--- config.mk ---
export PLATFORM = sky130hd
export DESIGN_NAME = sso_status_outputs
export DESIGN_NICKNAME = d
export VERILOG_FILES = /design/src/hw/sso_pkg.sv /design/src/hw/sso_cfg_if.sv /design/src/hw/sso_cfg_latch.sv /design/src/hw/sso_pulse_stretch.sv /design/src/hw/sso_status_outputs.sv
export SDC_FILE = /design/constraint.sdc
export NUM_CORES = 1
export LEC_CHECK = 0
export BUFFER_PORTS_ARGS = -buffer_cell sky130_fd_sc_hd__buf_2
export CAP_MARGIN = 5
export CORE_MARGIN = 3
export CORE_UTILIZATION = 57
export CTS_CLUSTER_DIAMETER = 150
export DETAILED_ROUTE_END_ITERATION = 10
export PLACE_DENSITY = 0.79
export SLEW_MARGIN = 20
export SYNTH_ARGS = -nofsm -noshare
export SYNTH_HDL_FRONTEND = slang
export SYNTH_HIERARCHICAL = 1
export SYNTH_SLANG_ARGS = --single-unit
--- constraint.sdc ---
create_clock -name clock -period 2.8 [get_ports clock]
set_input_delay 0.42 -clock clock [delete_from_list [all_inputs] [get_ports clock]]
set_output_delay 0.42 -clock clock [all_outputs]
set_load 0.01 [all_outputs]
--- src/hw/sso_pkg.sv ---
// Purpose: shared constants and types for the servo status output block
// Assumes: one 250 MHz clock, restart-only settings sampled once after reset release
// Notes: contact level 1 means closed
package sso_pkg;
  localparam int unsigned CLK_HZ = 250_000_000;
  localparam int unsigned ERR_PULSE_S = 2;
  localparam longint unsigned ERR_PULSE_CYC_DEF = longint'(ERR_PULSE_S) * CLK_HZ;
  localparam int unsigned WIDTH_W = 17;
  localparam logic [16:0] WIDTH_MAX = 17'h1869F;
  localparam logic [16:0] WIDTH_RST = 17'h00001;
  localparam int unsigned ERR_W = 32;
  localparam int unsigned DELAY_W = 32;
  localparam int unsigned CODE_W = 3;
  localparam logic [2:0] CODE_NONE = 3'h0;
  localparam logic [1:0] CLR_RISE = 2'h0;
  localparam logic [1:0] CLR_FALL = 2'h1;
  localparam logic [31:0] CNT_ZERO = 32'h00000000;
  localparam logic [31:0] CNT_ONE = 32'h00000001;

  typedef enum logic [1:0] {
    SSO_BRK_HELD,
    SSO_BRK_RELEASED,
    SSO_BRK_DELAY
  } sso_brake_state_t;

  typedef struct packed {
    logic code_output_select;
    logic [1:0] fault_clear_mode;
    logic brake_polarity;
    logic ready_polarity;
    logic caution_polarity;
    logic target_reached_polarity;
  } sso_cfg_t;
endpackage : sso_pkg

--- src/hw/sso_cfg_if.sv ---
// Purpose: carries latched settings between the status block's modules
// Assumes: driven by the setting latch only
// Notes: valid is low until the first sample after reset
`timescale 1ns/100ps
interface sso_cfg_if;
  import sso_pkg::*;
  sso_cfg_t cfg;
  logic valid;
  modport source (output cfg, output valid);
  modport sink (input cfg, input valid);
endinterface : sso_cfg_if

--- src/hw/sso_cfg_latch.sv ---
// Purpose: samples the restart-only settings once after reset release
// Assumes: setting pins are stable around reset release
// Notes: later pin changes are ignored until the next reset
`timescale 1ns/100ps
module sso_cfg_latch
  import sso_pkg::*;
(
  // clock and reset
  input wire logic clock,
  input wire logic reset_n,
  // raw settings
  input wire sso_cfg_t cfg_in,
  // latched settings
  sso_cfg_if.source cfg_bus
);
  typedef struct packed {
    sso_cfg_t cfg;
    logic valid;
  } sso_latch_st_t;

  sso_latch_st_t st_ff;
  sso_latch_st_t nxt_st;

  always_comb begin
    nxt_st = st_ff;
    if (!st_ff.valid) begin
      nxt_st.cfg = cfg_in;
      nxt_st.valid = 1'b1;
    end
  end

  always_ff @(posedge clock or negedge reset_n) begin
    if (!reset_n) begin
      st_ff <= '0;
    end else begin
      st_ff <= nxt_st;
    end
  end

  assign cfg_bus.cfg = st_ff.cfg;
  assign cfg_bus.valid = st_ff.valid;
endmodule : sso_cfg_latch

--- src/hw/sso_pulse_stretch.sv ---
// Purpose: stretches a one-cycle error event to a fixed-length pulse
// Assumes: length is at least one cycle
// Notes: a new event restarts the full length
`timescale 1ns/100ps
module sso_pulse_stretch
  import sso_pkg::*;
#(
  parameter logic [31:0] LEN = 32'(ERR_PULSE_CYC_DEF)
) (
  // clock and reset
  input wire logic clock,
  input wire logic reset_n,
  // event and stretched level
  input wire logic event_in,
  output logic pulse_out
);
  typedef struct packed {
    logic [31:0] cnt;
  } sso_stretch_st_t;

  sso_stretch_st_t st_ff;
  sso_stretch_st_t nxt_st;

  always_comb begin
    nxt_st = st_ff;
    if (event_in) begin
      nxt_st.cnt = LEN;
    end else if (st_ff.cnt != CNT_ZERO) begin
      nxt_st.cnt = st_ff.cnt - CNT_ONE;
    end
  end

  always_ff @(posedge clock or negedge reset_n) begin
    if (!reset_n) begin
      st_ff <= '0;
    end else begin
      st_ff <= nxt_st;
    end
  end

  assign pulse_out = (st_ff.cnt != CNT_ZERO);
endmodule : sso_pulse_stretch

--- src/hw/sso_status_outputs.sv ---
// Purpose: servo drive status outputs: fault, code, brake, ready, caution, in-position
// Assumes: fault detection, position error and motor state come from the drive core
// Notes: contact level 1 = closed; all outputs registered
`timescale 1ns/100ps

// Summary of operation
// - fault contact closed when normal, open while any fault is latched.
// - with code output on, three lines carry the latched fault type code.
// - select 0 routes caution, brake, ready; 1 routes fault code lines.
// - clear mode 0 clears on close, 1 on open, 2 and 3 ignore.
// - encoder faults are not cleared by the clear input.
// - brake applied whenever a fault is present or motor power is off.
// - brake polarity 0 closes to release, 1 opens to release.
// - brake apply instant delayed by a programmable cycle count.
// - ready only with main power on, no base-block and no fault.
// - ready polarity 0 closes when ready, 1 opens when ready.
// - an error event drives caution for exactly two seconds.
// - a warning holds caution until its condition clears.
// - caution polarity 0 closes on caution, 1 opens on caution.
// - in-position when position error magnitude is below the window width.
// - in-position also whenever the motor is stopped.
// - in-position polarity 0 closes on completion, 1 opens.
// - window width 0 to 99999, default 1, used live.
module sso_status_outputs
  import sso_pkg::*;
#(
  parameter logic [31:0] ERR_PULSE_CYC = 32'(ERR_PULSE_CYC_DEF)
) (
  // clock and reset
  input wire logic clock,
  input wire logic reset_n,
  // restart-only settings
  input wire logic code_output_select,
  input wire logic [1:0] fault_clear_mode,
  input wire logic brake_polarity,
  input wire logic ready_polarity,
  input wire logic caution_polarity,
  input wire logic target_reached_polarity,
  // live settings
  input wire logic [16:0] target_window_width,
  input wire logic [31:0] brake_release_delay,
  // drive status
  input wire logic fault_detect,
  input wire logic [2:0] fault_detect_code,
  input wire logic fault_is_encoder,
  input wire logic main_power_on,
  input wire logic motor_power_on,
  input wire logic base_block,
  input wire logic error_event,
  input wire logic warning_active,
  input wire logic motor_stopped,
  input wire logic [31:0] position_error,
  // fault clear contact, 1 = closed
  input wire logic fault_clear_in,
  // output contacts, 1 = closed
  output logic servo_fault_out,
  output logic fault_code_bit1,
  output logic fault_code_bit2,
  output logic fault_code_bit3,
  output logic caution_out,
  output logic brake_release_out,
  output logic servo_ready_out,
  output logic target_reached_out,
  // status
  output logic fault_latched
);
  typedef struct packed {
    logic fault;
    logic encoder;
    logic [2:0] code;
    logic clr_prev;
    sso_brake_state_t brk;
    logic [31:0] brk_cnt;
    logic pin_fault;
    logic [2:0] pin_shared;
    logic pin_target;
  } sso_top_st_t;

  sso_top_st_t st_ff;
  sso_top_st_t nxt_st;

  sso_cfg_if cfg_bus ();
  sso_cfg_t cfg_raw;
  logic err_pulse;

  assign cfg_raw = '{code_output_select: code_output_select,
                     fault_clear_mode: fault_clear_mode,
                     brake_polarity: brake_polarity,
                     ready_polarity: ready_polarity,
                     caution_polarity: caution_polarity,
                     target_reached_polarity: target_reached_polarity};

  sso_cfg_latch u_cfg (
    .clock(clock),
    .reset_n(reset_n),
    .cfg_in(cfg_raw),
    .cfg_bus(cfg_bus.source)
  );

  sso_pulse_stretch #(.LEN(ERR_PULSE_CYC)) u_err (
    .clock(clock),
    .reset_n(reset_n),
    .event_in(error_event),
    .pulse_out(err_pulse)
  );

  sso_cfg_t cfg;
  logic clr_edge;
  logic clr_now;
  logic brake_want;
  logic ready_act;
  logic caution_act;
  logic target_act;
  logic [31:0] err_mag;
  logic [16:0] width_eff;

  assign cfg = cfg_bus.cfg;

  always_comb begin
    clr_now = fault_clear_in;
    clr_edge = 1'b0;
    case (cfg.fault_clear_mode)
      CLR_RISE: clr_edge = clr_now && !st_ff.clr_prev;
      CLR_FALL: clr_edge = !clr_now && st_ff.clr_prev;
      default: clr_edge = 1'b0;
    endcase
    width_eff = (target_window_width > WIDTH_MAX) ? WIDTH_MAX : target_window_width;
    err_mag = position_error[31] ? (~position_error + CNT_ONE) : position_error;
    target_act = (err_mag < {15'h0000, width_eff});
    target_act = target_act || motor_stopped;
    caution_act = err_pulse || warning_active;
    ready_act = main_power_on && !base_block && !st_ff.fault && !fault_detect;
    brake_want = motor_power_on && !st_ff.fault && !fault_detect;
  end

  always_comb begin
    nxt_st = st_ff;
    nxt_st.clr_prev = fault_clear_in;
    // encoder faults stick; detection wins over clear
    if (clr_edge && !st_ff.encoder && cfg_bus.valid) begin
      nxt_st.fault = 1'b0;
      nxt_st.code = CODE_NONE;
    end
    if (fault_detect) begin
      nxt_st.fault = 1'b1;
      nxt_st.code = fault_detect_code;
      nxt_st.encoder = st_ff.encoder || fault_is_encoder;
    end
    case (st_ff.brk)
      SSO_BRK_HELD: begin
        if (brake_want) begin
          nxt_st.brk = SSO_BRK_RELEASED;
        end
      end
      SSO_BRK_RELEASED: begin
        if (!brake_want) begin
          nxt_st.brk_cnt = brake_release_delay;
          nxt_st.brk = (brake_release_delay == CNT_ZERO) ? SSO_BRK_HELD : SSO_BRK_DELAY;
        end
      end
      SSO_BRK_DELAY: begin
        if (brake_want) begin
          nxt_st.brk = SSO_BRK_RELEASED;
        end else if (st_ff.brk_cnt <= CNT_ONE) begin
          nxt_st.brk = SSO_BRK_HELD;
        end else begin
          nxt_st.brk_cnt = st_ff.brk_cnt - CNT_ONE;
        end
      end
      default: nxt_st.brk = SSO_BRK_HELD;
    endcase
    nxt_st.pin_fault = !nxt_st.fault;
    if (cfg.code_output_select) begin
      nxt_st.pin_shared = nxt_st.code;
    end else begin
      nxt_st.pin_shared[0] = caution_act ^ cfg.caution_polarity;
      nxt_st.pin_shared[1] = (nxt_st.brk != SSO_BRK_HELD) ^ cfg.brake_polarity;
      nxt_st.pin_shared[2] = ready_act ^ cfg.ready_polarity;
    end
    nxt_st.pin_target = target_act ^ cfg.target_reached_polarity;
    // output contacts stay open (level 0) until settings are sampled
    if (!cfg_bus.valid) begin
      nxt_st.pin_shared = '0;
      nxt_st.pin_target = 1'b0;
      nxt_st.pin_fault = 1'b0;
    end
  end

  always_ff @(posedge clock or negedge reset_n) begin
    if (!reset_n) begin
      st_ff <= '{fault: 1'b0, encoder: 1'b0, code: CODE_NONE, clr_prev: 1'b0,
                 brk: SSO_BRK_HELD, brk_cnt: CNT_ZERO, pin_fault: 1'b0,
                 pin_shared: 3'h0, pin_target: 1'b0};
    end else begin
      st_ff <= nxt_st;
    end
  end

  assign servo_fault_out = st_ff.pin_fault;
  assign fault_code_bit1 = st_ff.pin_shared[0];
  assign fault_code_bit2 = st_ff.pin_shared[1];
  assign fault_code_bit3 = st_ff.pin_shared[2];
  assign caution_out = st_ff.pin_shared[0];
  assign brake_release_out = st_ff.pin_shared[1];
  assign servo_ready_out = st_ff.pin_shared[2];
  assign target_reached_out = st_ff.pin_target;
  assign fault_latched = st_ff.fault;
endmodule : sso_status_outputs

## Word level (Yosys, flattened, before mapping)

Index checks and enable logic that the tools add are counted.

- Register bits: 85
- Input bits: 102
- Output and inout bits: 9

- $add $sub $neg: 3
- $lt $le $gt $ge: 3
- Eq/ne operators: 6
- Muxes and demuxes: 19
- Bitwise logic cells: 5
- Reductions and logical operators: 27

Operators by type and width:

| kind | number |
|---|---|
| $mux W32 | 5 |
| $pmux W32 S2 | 1 |
| $sub A32 B1 Y32 const B | 2 |
| $mux W34 | 1 |
| $add A32 B1 Y32 const B | 1 |
| $le A32 B1 Y1 const B | 1 |
| $logic_not A32 Y1 | 1 |
| $lt A32 B17 Y1 | 1 |
| $not A32 Y32 | 1 |
| $reduce_bool A32 Y1 | 1 |
| $gt A17 B17 Y1 const B | 1 |
| $mux W17 | 1 |
| $mux W5 | 2 |
| $logic_and A1 B1 Y1 | 9 |
| $mux W2 | 4 |
| $logic_not A1 Y1 | 7 |
| $mux W3 | 2 |
| $ne A2 B2 Y1 const B | 3 |
| $pmux W2 S3 | 1 |
| $reduce_bool A2 Y1 | 3 |
| $eq A2 B1 Y1 const B | 2 |
| $logic_not A2 Y1 | 2 |
| $reduce_and A4 Y1 | 1 |
| $xor A1 B1 Y1 | 4 |
| 4 further kinds | 6 |

## Depth between registers and ports, before layout

- Word-level depth: 9
- Mapped depth: 14
- Mapped depth without buffers: 14

## Cells and area by module

Netlist, hierarchy kept.

By module, submodules not included:

| module | instances | cells each | area each (µm²) | seq. area each (µm²) |
|---|---|---|---|---|
| sso_status_outputs | 1 | 511 | 3963.8 | 1126.1 |
| sso_pulse_stretch | 1 | 200 | 1789.2 | 800.8 |
| sso_cfg_latch | 1 | 17 | 320.3 | 200.2 |

## Worst setup path after synthesis

OpenSTA, ideal clock, no wires.

- Kind: input-to-reg
- Start: in position_error[31]
- End: reg st_ff, in the netlist target_reached_out
- Data arrival time: 2.957 ns
- Data required time: 2.731 ns
- Setup slack: -0.226 ns
- Cell stages on the path: 13
- Path buffers: 3
- Path through: clkbuf_1 -> clkbuf_1 -> clkbuf_1 -> o31ai_1 -> xnor2_1 -> ha_1 -> a21o_1 -> a21o_1 -> a21o_1 -> a2bb2oi_1 -> nand4_1 -> or4_1 -> nand3_1

RTL lines:

| element | line | source |
|---|---|---|
| start, declared | sso_status_outputs.sv:52 | `input wire logic [31:0] position_error,` |
| end signal, assigned | sso_status_outputs.sv:191 | `st_ff <= '{fault: 1'b0, encoder: 1'b0, code: CODE_NONE, clr_prev: 1'b0,` |
| end signal, assigned | sso_status_outputs.sv:195 | `st_ff <= nxt_st;` |
| end, declared | sso_status_outputs.sv:79 | `sso_top_st_t st_ff;` |

==> metrics list <==
- Of the total power, the clock network draws 0.231.
- Detailed Route WL: ~17 mm
- Part of the total power dissipated in sequential elements: 0.458
* Relative slew slack: 0.5189
- Summed over all nets, the switching power comes to ~0.0014 W.
* TritonCTS sink count: 85
- Sequential fraction of the synthesis area: 0.3502
* Distinct cell type count of the synthesized netlist: 73
- Ratio of total power to cell area: approximately 520 mW/mm^2
- Number of remaining DRC errors: 0
* Number of levels in the clock H-tree: 3
* Maximum number of pins on one net before global-route repair: 50
- Dividing the detail-routed via count by the number of cells gives about 6.3.
- Final instance area: 0.007403 sq mm
- CP Max Fanout: 3
- Summed over all layers, the global routing overflow is 0.
* Number of instances in the synthesized netlist: between 700 and 800
- Of the cells placed in the final design, the portion with a size suffix greater than 1 is 0.2560.
* Number of buffers on the longest clock path: 2
* Clock Tree Root: clkbuf_8
- The smallest clock period supported by the final layout is computed as between 2 and 3 ns.
- Once the clock tree was built, the resizer swapped 0 gates to a different size.
- Synthesis produced a netlist with a net count of between 800 and 900.
- First-pass GRT wire length: 27.33 mm
- The die is around 110 um wide.
* Antenna violations before repair: 1
- Number of setup buffers added after CTS: 0
- Crit path launch type: primary input
- Finished Core Util: 0.7171
* Clock tree from TritonCTS: yes
* Clock slew at the register clock pins of the worst setup and hold paths: approximately 0.090 ns
- Gpl congestion: 0.9412
- Source-to-sink clock delay at the later pin of the worst-skew pair: 0.36 ns
- Net count, final: 996
- Leak Pwr: a little over 3 nW
- Slew at the pin closest to its max-slew limit: 0.7190 ns
- Type of the worst min-delay path: primary input to asynchronous set/reset pin
* Period utilisation layout: 0.9648
* Dominant delay contributor by cell family on the critical path: simple AND/OR/NAND/NOR gates
- Across the whole layout, storage elements account for 0.002127 sq mm.
- In this run the register-to-register setup slack is around 0.23 ns.
- Area of the core: a little over 0.01 sq mm
- Kind of end point of the critical path: flip-flop
- The run finished with clean final reports.
- From synthesis to final layout, the design area changed by 21.90%.
- Number of synthesized register bits: 85
- Critical path class: primary input to flip-flop
- Multi-input logic area: 0.003829 sq mm
* Number of buffer cells added on primary ports: 110
* Slowest cell on crit path: or4_4
* CP arrival: 3.00 ns
* Ys async rst share: 1.000
- Detailed routing inserted a total of 6351 vias.
* Buffering stage count on the worst path with inverters included: 2
- Among all flip-flop cells after synthesis, the most frequent one is dfrtp_1.
* Final clock skew: approximately 0.016 ns
- TritonCTS created 9 clock buffers.
- Cell-by-cell trace of the critical path: buf_2 > inv_2 > ha_4 > nand2b_4 > or4_4 > o31a_1 > xor2_1 > ha_1 > nand3_1 > a21boi_0 > o21ai_1 > a221o_1 > nand3_2 > or4_4 > nand3_1
- Number of core rows: 37
- Die Outline Area: between 0.01 and 0.015 sq mm
* GRT Util Overall: 0.2828
* Initial Utilization: 0.5883
- In the final routed layout, each cell accounts on average for around 17 um.
- The pre-antenna-repair detailed-routing pass consisted of 5 iterations.
- The detail route stage leaves a number of antenna-violating nets equal to 0.
* Combinational power share: 0.311
- The max-slew violation count is 0.
* Count of final setup violators: 0
- Summing all placed instances gives a cell area of 0.007144 sq mm.
- VDD sags by at most roughly 0.00033 V.
- Of the total power, the share spent switching nets is 0.3644.
- Mapped Area: ~0.0061 sq mm
* Required time of the critical path: a little over 3 ns
- Vert. Die Dim: ~110 um
* Final-layout worst hold slack: 0.01881 ns
- Counting flops with a built-in enable in the synthesized netlist gives 0.
- F_max: around 370 MHz
- The tool flagged a number of max-cap violations equal to 0.
* I/O Pins: ~110
* Avg Synthesized Cell Area: approximately 8.3 sq um
* Vias in the first global route: between 5000 and 6000
- Counting the fill cells in the layout gives 841.
* Internal: ~0.0025 W
- For this run, the number of Yosys warnings is 6.
* DRC marker count from the first detailed-route iteration: 636
- The largest single stage delay on the critical path is 0.53 ns.
- Final number of hold-violating endpoints: 0
- After legalization and detailed placement, the total HPWL measured about 13 mm.
- Number of buffers added to fix hold violations after cts: 0
## cells in the mapped netlist (all sizes together), types with 4 or more instances
cell type / count / area [sq um]
or3: 20 / 125.1
xnor2: 14 / 122.6
o21a: 4 / 30.03
o21ai: 62 / 310.3
a211oi: 5 / 37.54
nand4: 9 / 56.30
mux2: 7 / 105.1
nor3: 44 / 259.0
nand4b: 4 / 35.03
nand3: 29 / 145.1
inv: 18 / 67.56
or4: 22 / 185.2
a21oi: 59 / 295.3
nand3b: 5 / 37.54
o22ai: 5 / 31.28
a2bb2oi: 4 / 35.03
or2: 4 / 25.03
nor4: 30 / 212.7
o211ai: 4 / 30.03
nand2: 49 / 183.9
a22oi: 9 / 67.56
dfrtp: 85 / 2127
a21o: 5 / 37.54
a31oi: 6 / 37.54
nor2: 79 / 296.5
o31ai: 10 / 75.07
o2bb2ai: 6 / 52.55
clkbuf: 23 / 86.33
mux2i: 7 / 70.07
nand2b: 11 / 68.82
a22o: 4 / 35.03
buf: 9 / 58.80
nor2b: 9 / 56.30
o41ai: 5 / 43.79
ha: 20 / 250.2
## metal layers
| metal | track usage | up-vias | wire, um |
|---|---|---|---|
| met5 | 0 | - | 0 |
| met4 | 0.1015 | 0 | 463 |
| met3 | 0.03671 | 46 | 884 |
| met2 | 0.4820 | 220 | 8450 |
| met1 | 0.3687 | 3020 | 7118 |
| li1 | - | 3065 | - |
## state kept, by name, summed over array words and instances, names as in the netlist
| register | count |
|---|---|
| fault_code_bit3 | 1 |
| st_ff | 39 |
| u_err/st_ff | 32 |
| u_cfg/cfg_bus.cfg | 7 |
| u_cfg/cfg_bus.valid | 1 |
| fault_latched | 1 |
| brake_release_out | 1 |
| servo_fault_out | 1 |
| caution_out | 1 |
| target_reached_out | 1 |
## per-stage QoR
stage	setup slack [ns]	power [W]	TNS (ns)	cells
6_report	0.09870	0.003864	0	1016
5_1_grt	-0.02451	0.004119	-0.02451	1016
4_1_cts	0.05874	0.003853	0	1015
3_5_place_dp	-0.2956	0.002959	-0.2956	999
3_3_place_gp	-0.2622	0.002888	-0.2622	999
2_1_floorplan	0.01084	0.002500	0	728
## worst paths after layout
check	startpoint	end	cells past startpoint
max reg2reg	st_ff[16]	st_ff[8]	8
min reg2reg	st_ff[28]	st_ff[28]	1
min in group clock	fault_clear_in	st_ff[39]	1
min	reset_n	st_ff[30]	1
max in group asynchronous	reset_n	u_err/st_ff[8]	2
max	position_error[1]	target_reached_out	15
## placed cells by master, fill, tap and decap left out, types with 16 or more instances in the layout
| cell type | netlist | final |
|---|---|---|
| or3_1 | 20 | 20 |
| nor2_1 | 79 | 79 |
| nand2_1 | 49 | 49 |
| a21oi_1 | 59 | 58 |
| ha_1 | 20 | 19 |
| inv_1 | 18 | 16 |
| buf_4 | 3 | 56 |
| nor4_1 | 26 | 25 |
| buf_2 | 5 | 109 |
| nor3_1 | 40 | 40 |
| o21ai_0 | 52 | 51 |
| nand3_1 | 29 | 26 |
| dfrtp_1 | 85 | 85 |
## worst register-to-register path, stage by stage, from the launching register on
cell,delay (ns)
dfrtp_1,0.41
or4_1,0.58
nor3_1,0.31
nand3b_1,0.25
o21ai_1,0.24
a21oi_1,0.22
buf_4,0.25
o21ai_0,0.09
o2bb2ai_1,0.14
## layout make-up
cell class,instances,area share
multi-input cells,593,0.5172
diodes,1,0.0003380
clock inverters,4,0.007605
repair buffers,167,0.1359
well taps,136,0.02298
clock buffers,12,0.01960
inverters,18,0.009126
flip-flops and latches,85,0.2873
## power groups by stage
stage / registers [W] / clock network, W / logic (W)
4_1_cts: 0.00176 / 0.000909 / 0.00118
3_5_place_dp: 0.00178 / 0 / 0.00118
6_report: 0.00177 / 0.000893 / 0.00120
2_1_floorplan: 0.00171 / 0 / 0.000792
5_1_grt: 0.00181 / 0.000960 / 0.00134
3_3_place_gp: 0.00176 / 0 / 0.00113
## cells by family after synthesis
family / count (synthesis) / share of synthesized area
buffers and inverters: 50 / 0.03502
adder cells (fa/ha/maj): 20 / 0.04120
AND/OR/NAND/NOR: 329 / 0.2991
AO/OA/AOI/OAI: 212 / 0.2204
XOR/XNOR: 17 / 0.02452
other: 1 / 0.0006175
flip-flops: 85 / 0.3502
multiplexers: 14 / 0.02884
Note: power is estimated with default switching activity, not from simulation.
